`src/hdl/qpw_regs.vh`:
```
/*
 Offsets, field positions, reset values and table sizes of the queue policing
 and early-drop register bank. Assumes inclusion by bare name from hdl/.
*/
`ifndef QPW_REGS_VH
`define QPW_REGS_VH

`define QPW_OFF_CONTROL      12'h80c
`define QPW_OFF_POINTER      12'h804
`define QPW_OFF_RATE         12'h820
`define QPW_OFF_BURST        12'h824
`define QPW_OFF_THRESH       12'h830
`define QPW_OFF_PROB         12'h834
`define QPW_OFF_MONITOR      12'h848

`define QPW_BIT_ENABLE       0
`define QPW_BIT_MODE         1
`define QPW_BIT_DROP_SRP     2
`define QPW_BIT_REMAP        3
`define QPW_BIT_MARK         4
`define QPW_NONIP_LSB        5
`define QPW_BIT_PORT_BASED   7
`define QPW_MONSEL_LSB       8
`define QPW_BIT_DROP_ALL     10
`define QPW_BIT_DROPPED_CLR  11
`define QPW_CONTROL_MASK     32'h00000fff
`define QPW_CONTROL_RESET    32'h00000020

`define QPW_QUEUE_MASK       32'h00000003
`define QPW_PORT_LSB         16
`define QPW_POINTER_MASK     32'h00070003
`define QPW_NUM_PORTS        7
`define QPW_NUM_QUEUES       4
`define QPW_NUM_SLOTS        28

`define QPW_RATE_RESET       32'h10002000
`define QPW_BURST_RESET      32'h10003000
`define QPW_THRESH_RESET     32'h04000080
`define QPW_THRESH_MASK      32'h07ff07ff
`define QPW_PROB_RESET       11'h020
`define QPW_FIELD11_MASK     11'h7ff

`define QPW_MON_DROPPED      2'h0
`define QPW_MON_GREEN        2'h1
`define QPW_MON_YELLOW       2'h2
`define QPW_MON_RED          2'h3
`define QPW_COLOR_GREEN      2'h1
`define QPW_COLOR_YELLOW     2'h2
`define QPW_COLOR_RED        2'h3

`endif

```
`src/hdl/qpw_bank.v`:
```
/*
 Register bank for ingress queue policing and packet-memory early drop, with
 the live settings fed to the policer for one frame decision port at a time.
 Assumes a simple synchronous register port from the management interface:
 one-cycle write strobes, combinational read data, all in the sys_clk domain.
*/
`timescale 1ns/1ns
`include "qpw_regs.vh"

module qpw_bank (
	input  wire        sys_clk,             // Core clock, 20 MHz.
	input  wire        reset_n,             // Asynchronous reset, active low.
	input  wire        clk_en,              // All state holds while low.
	input  wire [11:0] reg_addr,            // Register byte offset within the port.
	input  wire        reg_wr,              // Write strobe.
	input  wire        reg_rd,              // Read strobe, a monitor read.
	input  wire [31:0] reg_wdata,           // Write data.
	output reg  [31:0] reg_rdata,           // Read data.
	input  wire [10:0] avg_queue_size,      // Average packet-memory occupancy.
	input  wire [23:0] dropped_count,       // Dropped-frame count of the pointed queue.
	input  wire [23:0] green_count,         // Green count of the pointed queue.
	input  wire [23:0] yellow_count,        // Yellow count of the pointed queue.
	input  wire [23:0] red_count,           // Red count of the pointed queue.
	input  wire [2:0]  frame_port,          // Port of the frame being policed.
	input  wire [1:0]  frame_queue,         // Queue of the frame being policed.
	input  wire        frame_is_ip,         // Frame carries an IP header.
	input  wire        frame_is_srp,        // Frame is a stream reservation frame.
	input  wire [1:0]  dscp_color,          // Color taken from the DSCP field.
	input  wire [1:0]  remap_color,         // Color after DSCP remapping.
	input  wire        red_drop_request,    // Early-drop logic wants to drop.
	input  wire        frame_valid,         // Frame decision this cycle.
	output reg         police_active,       // Policing and early drop applied.
	output reg         color_blind,         // Police without input color.
	output reg  [1:0]  input_color,         // Color presented to the policer.
	output reg         mark_enable,         // Write the result color to DSCP.
	output reg  [15:0] committed_rate,      // Committed rate for this frame.
	output reg  [15:0] peak_rate,           // Peak rate for this frame.
	output reg  [15:0] committed_burst,     // Committed burst in bytes.
	output reg  [15:0] peak_burst,          // Peak burst in bytes.
	output reg  [10:0] max_threshold,       // Packet-memory maximum threshold.
	output reg  [10:0] min_threshold,       // Packet-memory minimum threshold.
	output reg  [10:0] memory_drop_scale,   // Drop probability multiplier.
	output reg         drop_all_above_max,  // Drop everything above maximum.
	output reg         frame_drop,          // Frame is dropped by early drop.
	output reg         count_dropped_only,  // Color counters count drops only.
	output reg  [1:0]  monitor_select       // Count chosen for monitor reads.
);

	reg  [31:0] control;
	reg  [31:0] pointer;
	reg  [31:0] thresholds;
	reg  [10:0] drop_scale;
	wire [31:0] sel_rate;
	wire [31:0] sel_burst;
	wire [31:0] frm_rate;
	wire [31:0] frm_burst;
	wire [4:0]  host_slot;
	wire [4:0]  frm_slot;
	wire        wr_rate;
	wire        wr_burst;
	reg  [23:0] early_drop_monitor_count;
	reg  [1:0]  next_input_color;
	reg         next_drop;

	// Slot index from a port and queue pair.
	function [4:0] slot_of;
		input [2:0] port;
		input [1:0] queue;
		begin
			slot_of = {port, 2'h0} + {3'h0, queue};
		end
	endfunction

	// Clamp ports beyond the seventh onto the last slot row.
	function [2:0] port_clamp;
		input [2:0] port;
		begin
			port_clamp = (port > 3'h6) ? 3'h6 : port;
		end
	endfunction

	assign host_slot = slot_of(port_clamp(pointer[18:16]), pointer[1:0]);
	assign frm_slot  = slot_of(control[`QPW_BIT_PORT_BASED] ? port_clamp(frame_port) : 3'h0,
		frame_queue);
	assign wr_rate   = reg_wr && (reg_addr == `QPW_OFF_RATE);
	assign wr_burst  = reg_wr && (reg_addr == `QPW_OFF_BURST);

	// Host accesses one slot; the frame path reads another through a second copy.
	qpw_slot_table u_host_table (
		.sys_clk  (sys_clk),
		.reset_n  (reset_n),
		.clk_en   (clk_en),
		.wr_slot  (host_slot),
		.wr_rate  (wr_rate),
		.wr_burst (wr_burst),
		.wr_data  (reg_wdata),
		.rd_slot  (host_slot),
		.rd_rate  (sel_rate),
		.rd_burst (sel_burst)
	);

	qpw_slot_table u_frame_table (
		.sys_clk  (sys_clk),
		.reset_n  (reset_n),
		.clk_en   (clk_en),
		.wr_slot  (host_slot),
		.wr_rate  (wr_rate),
		.wr_burst (wr_burst),
		.wr_data  (reg_wdata),
		.rd_slot  (frm_slot),
		.rd_rate  (frm_rate),
		.rd_burst (frm_burst)
	);

	always @(posedge sys_clk or negedge reset_n) begin
		if (!reset_n) begin
			control    <= `QPW_CONTROL_RESET;
			pointer    <= 32'h00000000;
			thresholds <= `QPW_THRESH_RESET;
			drop_scale <= `QPW_PROB_RESET;
		end else if (clk_en && reg_wr) begin
			case (reg_addr)
				`QPW_OFF_CONTROL: control    <= reg_wdata & `QPW_CONTROL_MASK;
				`QPW_OFF_POINTER: pointer    <= reg_wdata & `QPW_POINTER_MASK;
				`QPW_OFF_THRESH:  thresholds <= reg_wdata & `QPW_THRESH_MASK;
				`QPW_OFF_PROB:    drop_scale <= reg_wdata[26:16];
				default:          control    <= control;
			endcase
		end
	end

	always @* begin
		case (control[9:8])
			`QPW_MON_RED:    early_drop_monitor_count = red_count;
			`QPW_MON_YELLOW: early_drop_monitor_count = yellow_count;
			`QPW_MON_GREEN:  early_drop_monitor_count = green_count;
			default:         early_drop_monitor_count = dropped_count;
		endcase
	end

	always @* begin
		case (reg_addr)
			`QPW_OFF_CONTROL: reg_rdata = control;
			`QPW_OFF_POINTER: reg_rdata = pointer;
			`QPW_OFF_RATE:    reg_rdata = sel_rate;
			`QPW_OFF_BURST:   reg_rdata = sel_burst;
			`QPW_OFF_THRESH:  reg_rdata = thresholds;
			`QPW_OFF_PROB:    reg_rdata = {5'h00, drop_scale, 5'h00, avg_queue_size};
			default:          reg_rdata = 32'h00000000;
		endcase
		if (reg_rd && reg_addr == `QPW_OFF_MONITOR)
			reg_rdata = {8'h00, early_drop_monitor_count};
	end

	always @* begin
		if (!frame_is_ip)
			next_input_color = control[6:5];
		else if (control[`QPW_BIT_REMAP])
			next_input_color = remap_color;
		else
			next_input_color = dscp_color;
	end

	always @* begin
		next_drop = 1'b0;
		if (control[`QPW_BIT_ENABLE] && frame_valid) begin
			if (control[`QPW_BIT_DROP_ALL] && avg_queue_size > thresholds[26:16])
				next_drop = 1'b1;
			else
				next_drop = red_drop_request;
			if (frame_is_srp && !control[`QPW_BIT_DROP_SRP])
				next_drop = 1'b0;
		end
	end

	// Frame-path settings are registered so data outputs come from flip-flops.
	always @(posedge sys_clk or negedge reset_n) begin
		if (!reset_n) begin
			police_active      <= 1'b0;
			color_blind        <= 1'b0;
			input_color        <= 2'h0;
			mark_enable        <= 1'b0;
			committed_rate     <= 16'h0000;
			peak_rate          <= 16'h0000;
			committed_burst    <= 16'h0000;
			peak_burst         <= 16'h0000;
			max_threshold      <= 11'h000;
			min_threshold      <= 11'h000;
			memory_drop_scale  <= 11'h000;
			drop_all_above_max <= 1'b0;
			frame_drop         <= 1'b0;
			count_dropped_only <= 1'b0;
			monitor_select     <= 2'h0;
		end else if (clk_en) begin
			police_active      <= control[`QPW_BIT_ENABLE];
			color_blind        <= control[`QPW_BIT_MODE];
			input_color        <= control[`QPW_BIT_MODE] ? 2'h0 : next_input_color;
			mark_enable        <= control[`QPW_BIT_ENABLE] & control[`QPW_BIT_MARK];
			committed_rate     <= frm_rate[31:16];
			peak_rate          <= frm_rate[15:0];
			committed_burst    <= frm_burst[31:16];
			peak_burst         <= frm_burst[15:0];
			max_threshold      <= thresholds[26:16];
			min_threshold      <= thresholds[10:0];
			memory_drop_scale  <= drop_scale;
			drop_all_above_max <= control[`QPW_BIT_DROP_ALL];
			frame_drop         <= next_drop;
			count_dropped_only <= control[`QPW_BIT_DROPPED_CLR];
			monitor_select     <= control[9:8];
		end
	end

endmodule

```
`src/hdl/qpw_slot_table.v`:
```
/*
 Indexed storage for per-port, per-queue rate and burst words, kept in
 flip-flops. Assumes writes arrive as one-cycle strobes in the sys_clk domain.
*/
`timescale 1ns/1ns
`include "qpw_regs.vh"

module qpw_slot_table (
	input  wire        sys_clk,   // Core clock.
	input  wire        reset_n,   // Asynchronous reset, active low.
	input  wire        clk_en,    // State holds while low.
	input  wire [4:0]  wr_slot,   // Slot written.
	input  wire        wr_rate,   // Write strobe for the rate word.
	input  wire        wr_burst,  // Write strobe for the burst word.
	input  wire [31:0] wr_data,   // Write data.
	input  wire [4:0]  rd_slot,   // Slot read.
	output wire [31:0] rd_rate,   // Rate word of the read slot.
	output wire [31:0] rd_burst   // Burst word of the read slot.
);

	reg [31:0] rate_mem  [0:`QPW_NUM_SLOTS-1];
	reg [31:0] burst_mem [0:`QPW_NUM_SLOTS-1];
	integer    i;

	assign rd_rate  = rate_mem[rd_slot];
	assign rd_burst = burst_mem[rd_slot];

	always @(posedge sys_clk or negedge reset_n) begin
		if (!reset_n) begin
			for (i = 0; i < `QPW_NUM_SLOTS; i = i + 1) begin
				rate_mem[i]  <= `QPW_RATE_RESET;
				burst_mem[i] <= `QPW_BURST_RESET;
			end
		end else if (clk_en) begin
			if (wr_rate)
				rate_mem[wr_slot] <= wr_data;
			if (wr_burst)
				burst_mem[wr_slot] <= wr_data;
		end
	end

endmodule

```
`config.mk`:
```
export PLATFORM = sky130hd
export DESIGN_NAME = qpw_bank
export DESIGN_NICKNAME = d
export VERILOG_FILES = /design/src/hdl/qpw_bank.v /design/src/hdl/qpw_slot_table.v
export VERILOG_INCLUDE_DIRS = /design/src /design/src/hdl
export SDC_FILE = /design/constraint.sdc
export NUM_CORES = 2
export LEC_CHECK = 0
export CAP_MARGIN = 20
export CORE_UTILIZATION = 40
export DETAILED_ROUTE_END_ITERATION = 10
export DONT_BUFFER_PORTS = 1
export PLACE_DENSITY_LB_ADDON = 0.1
export SLEW_MARGIN = 20
export SYNTH_ARGS = -nofsm -noshare
export SYNTH_HDL_FRONTEND = slang
export SYNTH_SLANG_ARGS = --single-unit
```
`constraint.sdc`:
```
create_clock -name sys_clk -period 3.9 [get_ports sys_clk]
set_input_delay 0.39 -clock sys_clk [delete_from_list [all_inputs] [get_ports sys_clk]]
set_output_delay 0.39 -clock sys_clk [all_outputs]
set_load 0.005 [all_outputs]
```
Word level (Yosys, flattened, before mapping) --
Index checks and enable logic that the tools add are counted.
Word-level totals: input bits 169, word-level logic and storage cells 197, flip-flop bits (word level) 3741, output and inout port bits 139
Operators by class: add/subtract/negate cells 2, muxes and demuxes 30, reductions and logical operators 15, $lt $le $gt $ge 6, bitwise logic cells 3, equal/unequal tests 10
Operators by type and width (number):
- 896-bit bitwise mux | 4
- 32-bit binary-select mux with 5-bit select | 4
- 32-bit 2-to-1 mux | 10
- 32-bit one-hot mux with 6 select lines | 1
- 32-bit demux with 5-bit select | 1
- 12-bit equality test (second input constant) | 7
- 24-bit one-hot mux with 3 select lines | 1
- 6-bit greater-or-equal comparator (second input constant) | 2
- 5-bit inverter with 6-bit output | 2
- 2-bit AND reduction | 6
- 11-bit > comparator | 1
- 5-bit by 2-bit adder with 5-bit output | 2
- 3-bit 2-to-1 mux | 3
- 1-bit logical AND | 8
- 3-bit > comparator (second input constant) | 2
- 6-bit by 1-bit less-than comparator with 1-bit output (second input constant) | 1
- 2-bit 2-to-1 mux | 3
- 2-bit equality test (second input constant) | 2
- 1-bit 2-to-1 mux | 3
- 2-bit by 1-bit equality test with 1-bit output (second input constant) | 1
- 1-bit AND | 1
- 1-bit zero test | 1

Longest topological paths before layout --
depth in word-level cells 9, depth in mapped cells 11, mapped depth without buffers 8

By module --
A second synthesis with hierarchy kept.
Second synthesis, totals: cell total of the unflattened synthesis 11126, area total of the unflattened synthesis 170456.0 sq um
Modules (own cells, without submodules):
- qpw_slot_table | sequential area each 45018.2 sq um, times used 2, cells an instance 5277, area each 81240.4 sq um
- qpw_bank | sequential area each 3933.8 sq um, times used 1, cells an instance 572, area each 7975.1 sq um

Worst setup path before layout --
No wires, ideal clock.
kind register -> output, start register control[9], end output port reg_rdata[21], path buffers 2, data required time 3.510 ns, slack 1.336 ns, cell stages (with the launch flop) 6, data arrival time 2.174 ns, cell sequence dfrtp_1 -> clkbuf_1 -> clkbuf_1 -> mux4_2 -> a222oi_1 -> nand3_1
On the way: cells in the longest elaborated chain, start to end 3, elaborated cells on any way between the ends 5, those cells by class 3 x eq/ne; 2 x mux
Ends and longest elaborated chain:
- start, declared | line qpw_bank.v:49 | reg [31:0] control;
- start signal, assigned | line qpw_bank.v:117 | control <= `QPW_CONTROL_RESET;
- start signal, assigned | line qpw_bank.v:123 | `QPW_OFF_CONTROL: control <= reg_wdata & `QPW_CONTROL_MASK;
- start signal, assigned | line qpw_bank.v:127 | default: control <= control;
- 2-bit by 1-bit equality test with 1-bit output or 2-bit equality test (tied branches) | line qpw_bank.v:133 | case (control[9:8])
- 24-bit one-hot mux with 3 select lines * | line qpw_bank.v:133
- 32-bit 2-to-1 mux * | line qpw_bank.v:151 | if (reg_rd && reg_addr == `QPW_OFF_MONITOR)
- end, declared | line qpw_bank.v:18 | output reg [31:0] reg_rdata,
Every way passes the cells marked *; elsewhere a longest branch is shown, timed or not.

Final worst setup path --
start register pointer[18], end output port reg_rdata[29]
On the way: cells in the longest elaborated chain, start to end 9, elaborated cells on any way between the ends 12, those cells by class 1 x add/sub; 1 x order compare; 9 x mux; 1 x bitwise
Ends and longest elaborated chain:
- start, declared | line qpw_bank.v:50 | reg [31:0] pointer;
- start signal, assigned | line qpw_bank.v:124 | `QPW_OFF_POINTER: pointer <= reg_wdata & `QPW_POINTER_MASK;
- 3-bit > comparator | line qpw_bank.v:78 | port_clamp = (port > 3'h6) ? 3'h6 : port;
- 3-bit 2-to-1 mux * | line qpw_bank.v:78
- 5-bit by 2-bit adder with 5-bit output * | line qpw_bank.v:70 | slot_of = {port, 2'h0} + {3'h0, queue};
- 5-bit inverter with 6-bit output (not written as such) * | line qpw_slot_table.v:25, qpw_slot_table.v:26
- 32-bit binary-select mux with 5-bit select (on tied branches) | line qpw_slot_table.v:26, qpw_slot_table.v:25
- 32-bit 2-to-1 mux (on tied branches) (2 in a row) | line qpw_slot_table.v:26, qpw_slot_table.v:25
- 32-bit one-hot mux with 6 select lines * | line qpw_bank.v:142 | case (reg_addr)
- 32-bit 2-to-1 mux * | line qpw_bank.v:151
Every way passes the cells marked *; elsewhere a longest branch is shown, timed or not. The select of a mux whose other input is x is not followed.

==> impl_metrics.env <==
export IMPL_synth_top_cell_area_share=0.440
export IMPL_fillers=22300
export IMPL_p_total_mw=43.9
export IMPL_slew_headroom=0.0988
export IMPL_async_flop_share=1.00
export IMPL_synth_simple_area_share=0.0270
export IMPL_track_usage=0.308
export IMPL_cts_path_max_buffers=4
export IMPL_cts_tree="done"
export IMPL_ys_warnings_count=0
export IMPL_io_buffers=0
export IMPL_remaining_drc_errors=0
export IMPL_cp_slowest_stage_delay_ns=0.57
export IMPL_tightest_slew_ns=1.35
export IMPL_cts_buffers=228
export IMPL_place_gp_congestion=0.839
export IMPL_root_buffer="clkbuf_16"
export IMPL_path_buf_inv=4
export IMPL_clkLatencyLatePin_ns=0.94
export IMPL_synth_compound_area_frac=0.0475
export IMPL_p_leak_nw=53.4
export IMPL_status="finished with violations"
export IMPL_clkTransAtPathRegs_ns=0.06
export IMPL_synth_edff_count=0
export IMPL_nNetsFinal=7301
export IMPL_ys_top_cells_by_area="dfrtp_1, mux2_2, mux4_2, dfstp_2, mux2i_1"
export IMPL_critPathArrivalTime_ns=3.66
export IMPL_hp_class="in2reg"
export IMPL_crit_required_ns=3.51
export IMPL_htreeDepth=4
export IMPL_syn_area_mm2=0.103
export IMPL_setup_viol=22
export IMPL_cp_max_fo=10
export IMPL_core_area_mm2=0.255
export IMPL_area_growth_pct=16.9
export IMPL_rsz0062_at_grt="yes"
export IMPL_p_per_area_mw_per_mm2=366
export IMPL_drt_first_pass_iters=9
export IMPL_routed_via_density=6.42
export IMPL_dp_slack_ns=0.0219
export IMPL_finalMaxSlewViolations=0
export IMPL_cp_end_kind="output port"
export IMPL_irDropWorstVdd_v=0.000398
export IMPL_stdcell_area_mm2=0.120
export IMPL_synthMuxAreaShare=0.412
export IMPL_yosys_cell_types_count=67
export IMPL_ioPinCount=308
export IMPL_route_vias_total=68500
export IMPL_grt_overflow=0
export IMPL_critPathTopFamily="buffers and inverters"
export IMPL_period_minus_slack_ns=4.05
export IMPL_die_x_um=508
export IMPL_critPathLaunchType="flop"
export IMPL_crit_chain="inv_1, nand2_1, buf_4, o21ai_1, nor2_1, o221ai_1, buf_4, o21ai_1, buf_4"
export IMPL_synthAdderAreaFrac=0.00134
export IMPL_final_cell_mix="dfrtp_1, mux2_2, mux4_2"
export IMPL_rows=185
export IMPL_hold_viol=2
export IMPL_final_common_cell="dfrtp_1"
export IMPL_syn_num_nets=7222
export IMPL_start_util=0.403
export IMPL_cts_sinks=1949
export IMPL_holdWs_ns=-0.0139
export IMPL_grt_antenna_before_repair=16
export IMPL_wire_per_inst_um=37.3
export IMPL_synth_top_family_by_area="multiplexers"
export IMPL_place_area_mm2=0.108
export IMPL_grt_first_pass_wirelength_um=561000
export IMPL_finalWirelength_um=398000
export IMPL_max_freq_ghz=0.247
export IMPL_ant_nets=0
export IMPL_synthCells=7042
export IMPL_yosys_area_top_type="dfrtp_1"
export IMPL_synth_xor_area_frac=0
export IMPL_fin_cells=10700
export IMPL_dp_cells=10000
export IMPL_synth_seq_cells=1949
export IMPL_maxCapViolCount=0
export IMPL_grt_max_degree=449
export IMPL_fp_dieH_um=508
export IMPL_slowest_stage="dfrtp_4"
export IMPL_drt_iter0_drc=6676
export IMPL_hpwl_um=227000
export IMPL_synth_main_ff_cell="dfrtp_1"
export IMPL_worst_setup_path_type="reg2out"
export IMPL_violations="negative hold slack, negative setup slack"
export IMPL_timing_final_ws_setup_ns=-0.154
export IMPL_grt_pass1_vias=70200
export IMPL_clock_skew_ns=0.0474
export IMPL_finalCritPeriodShare=1.04
export IMPL_drive_gt1_frac=0.525
export IMPL_cp_common_cell="buf_4"
export IMPL_post_synth_cell_area_avg_um2=14.6
export IMPL_synth_yosys_seq_area_share=0.477
export IMPL_die_area_mm2=0.258
==> flip-flops by register name, indices dropped and copies added, names as in the netlist, 12 cells and up <==
signal,count
u_frame_table.rate_mem,320
committed_burst,16
peak_rate,16
u_host_table.rate_mem,576
thresholds,22
committed_rate,16
u_host_table.burst_mem,896
peak_burst,16
control,12
==> area by class of cell <==
type,count,area [um2],share of cell area
multi-input cells,4320,51300,0.428
flip-flops and latches,1949,49000,0.408
repair buffers,602,7820,0.0652
clock buffers,337,6670,0.0556
well taps,3366,4210,0.0351
clock inverters,74,858,0.00716
inverters,20,75.1,0.000626
diodes,7,17.5,0.000146
==> worst register-to-register path, delay by kind of cell, from the launching register on <==
| family | cells | cell delay, ns |
|---|---|---|
| simple gates | 3 | 1.66 |
| flops | 1 | 0.52 |
| buf+inv | 3 | 1.17 |
| mux | 1 | 0.34 |
==> cells in the mapped netlist, types with 8 or more instances <==
| cell | count |
|---|---|
| o22ai_1 | 139 |
| buf_2 | 276 |
| mux4_2 | 833 |
| nand2b_1 | 8 |
| buf_1 | 64 |
| a22o_1 | 8 |
| o211ai_1 | 12 |
| nand2_2 | 12 |
| inv_1 | 19 |
| mux2i_1 | 220 |
| nor3_1 | 20 |
| ha_1 | 11 |
| a222oi_1 | 19 |
| nor2_1 | 64 |
| nand2_1 | 404 |
| a221oi_1 | 15 |
| clkbuf_1 | 340 |
| nand4_1 | 14 |
| a31oi_1 | 67 |
| mux2_1 | 141 |
| a22oi_1 | 132 |
| nor2b_1 | 12 |
| o221ai_1 | 21 |
| dfstp_2 | 144 |
| a211oi_1 | 10 |
| buf_4 | 69 |
| nor3_2 | 11 |
| a21oi_1 | 236 |
| o21ai_0 | 35 |
| a221o_1 | 11 |
| dfrtp_1 | 1805 |
| nand3_1 | 19 |
| mux2_2 | 1754 |
==> final timing paths <==
| kind | startpoint | end | slack (ns) | cells after the start |
|---|---|---|---|---|
| min in group asynchronous | reset_n | u_frame_table.rate_mem[826] | 0.14 | 2 |
| worst min-delay path | frame_queue[0] | peak_burst[11] | -0.01 | 3 |
| worst max-delay path | pointer[18] | reg_rdata[29] | -0.15 | 9 |
| max in group asynchronous | reset_n | u_host_table.burst_mem[841] | 0.46 | 7 |
| worst min register to register | u_host_table.rate_mem[417] | u_host_table.rate_mem[417] | 0.51 | 1 |
| worst max register to register | pointer[1] | u_host_table.burst_mem[465] | 0.07 | 7 |
==> repair_timing <==
item | CTS | global route
setup endpoints to repair | 32 | 296
buffers inserted | 69 | 34
hold buffers | 110 | 0
gates resized for setup | 211 | 55
gates cloned | 13 | 3
hold endpoints to repair | 2376 | 0
pin swaps | 43 | 41
==> per-stage QoR <==
stage | setup TNS (ns) | util
finish | -1.59 | 0.471
CTS | -2.05 | 0.468
detailed placement | 0 | 0.424
floorplan | 0 | -
global placement | 0 | 0.423
global route | -2.76 | 0.471
==> power breakdown <==
group          switching (mW)  leakage [nW]  total (mW)  internal, mW
logic                    1.12          23.0        1.62         0.495
clock network            8.98          3.74        21.9          12.9
registers              0.0970          26.6        20.4          20.3
==> metal layers <==
layer,vias up,track usage,wire (um)
met2,2647,0.490,188000
met4,6,0.121,17000
met3,698,0.0516,26700
met5,-,0,42
met1,37800,0.420,167000
li1,27300,-,-
==> cells by family after synthesis <==
logic type,Yosys count
buf+inv,773
fa+ha+maj,11
simple gates,612
flops,1949
mux,2948
compound gates,749
(Power assumes the default switching activity.)
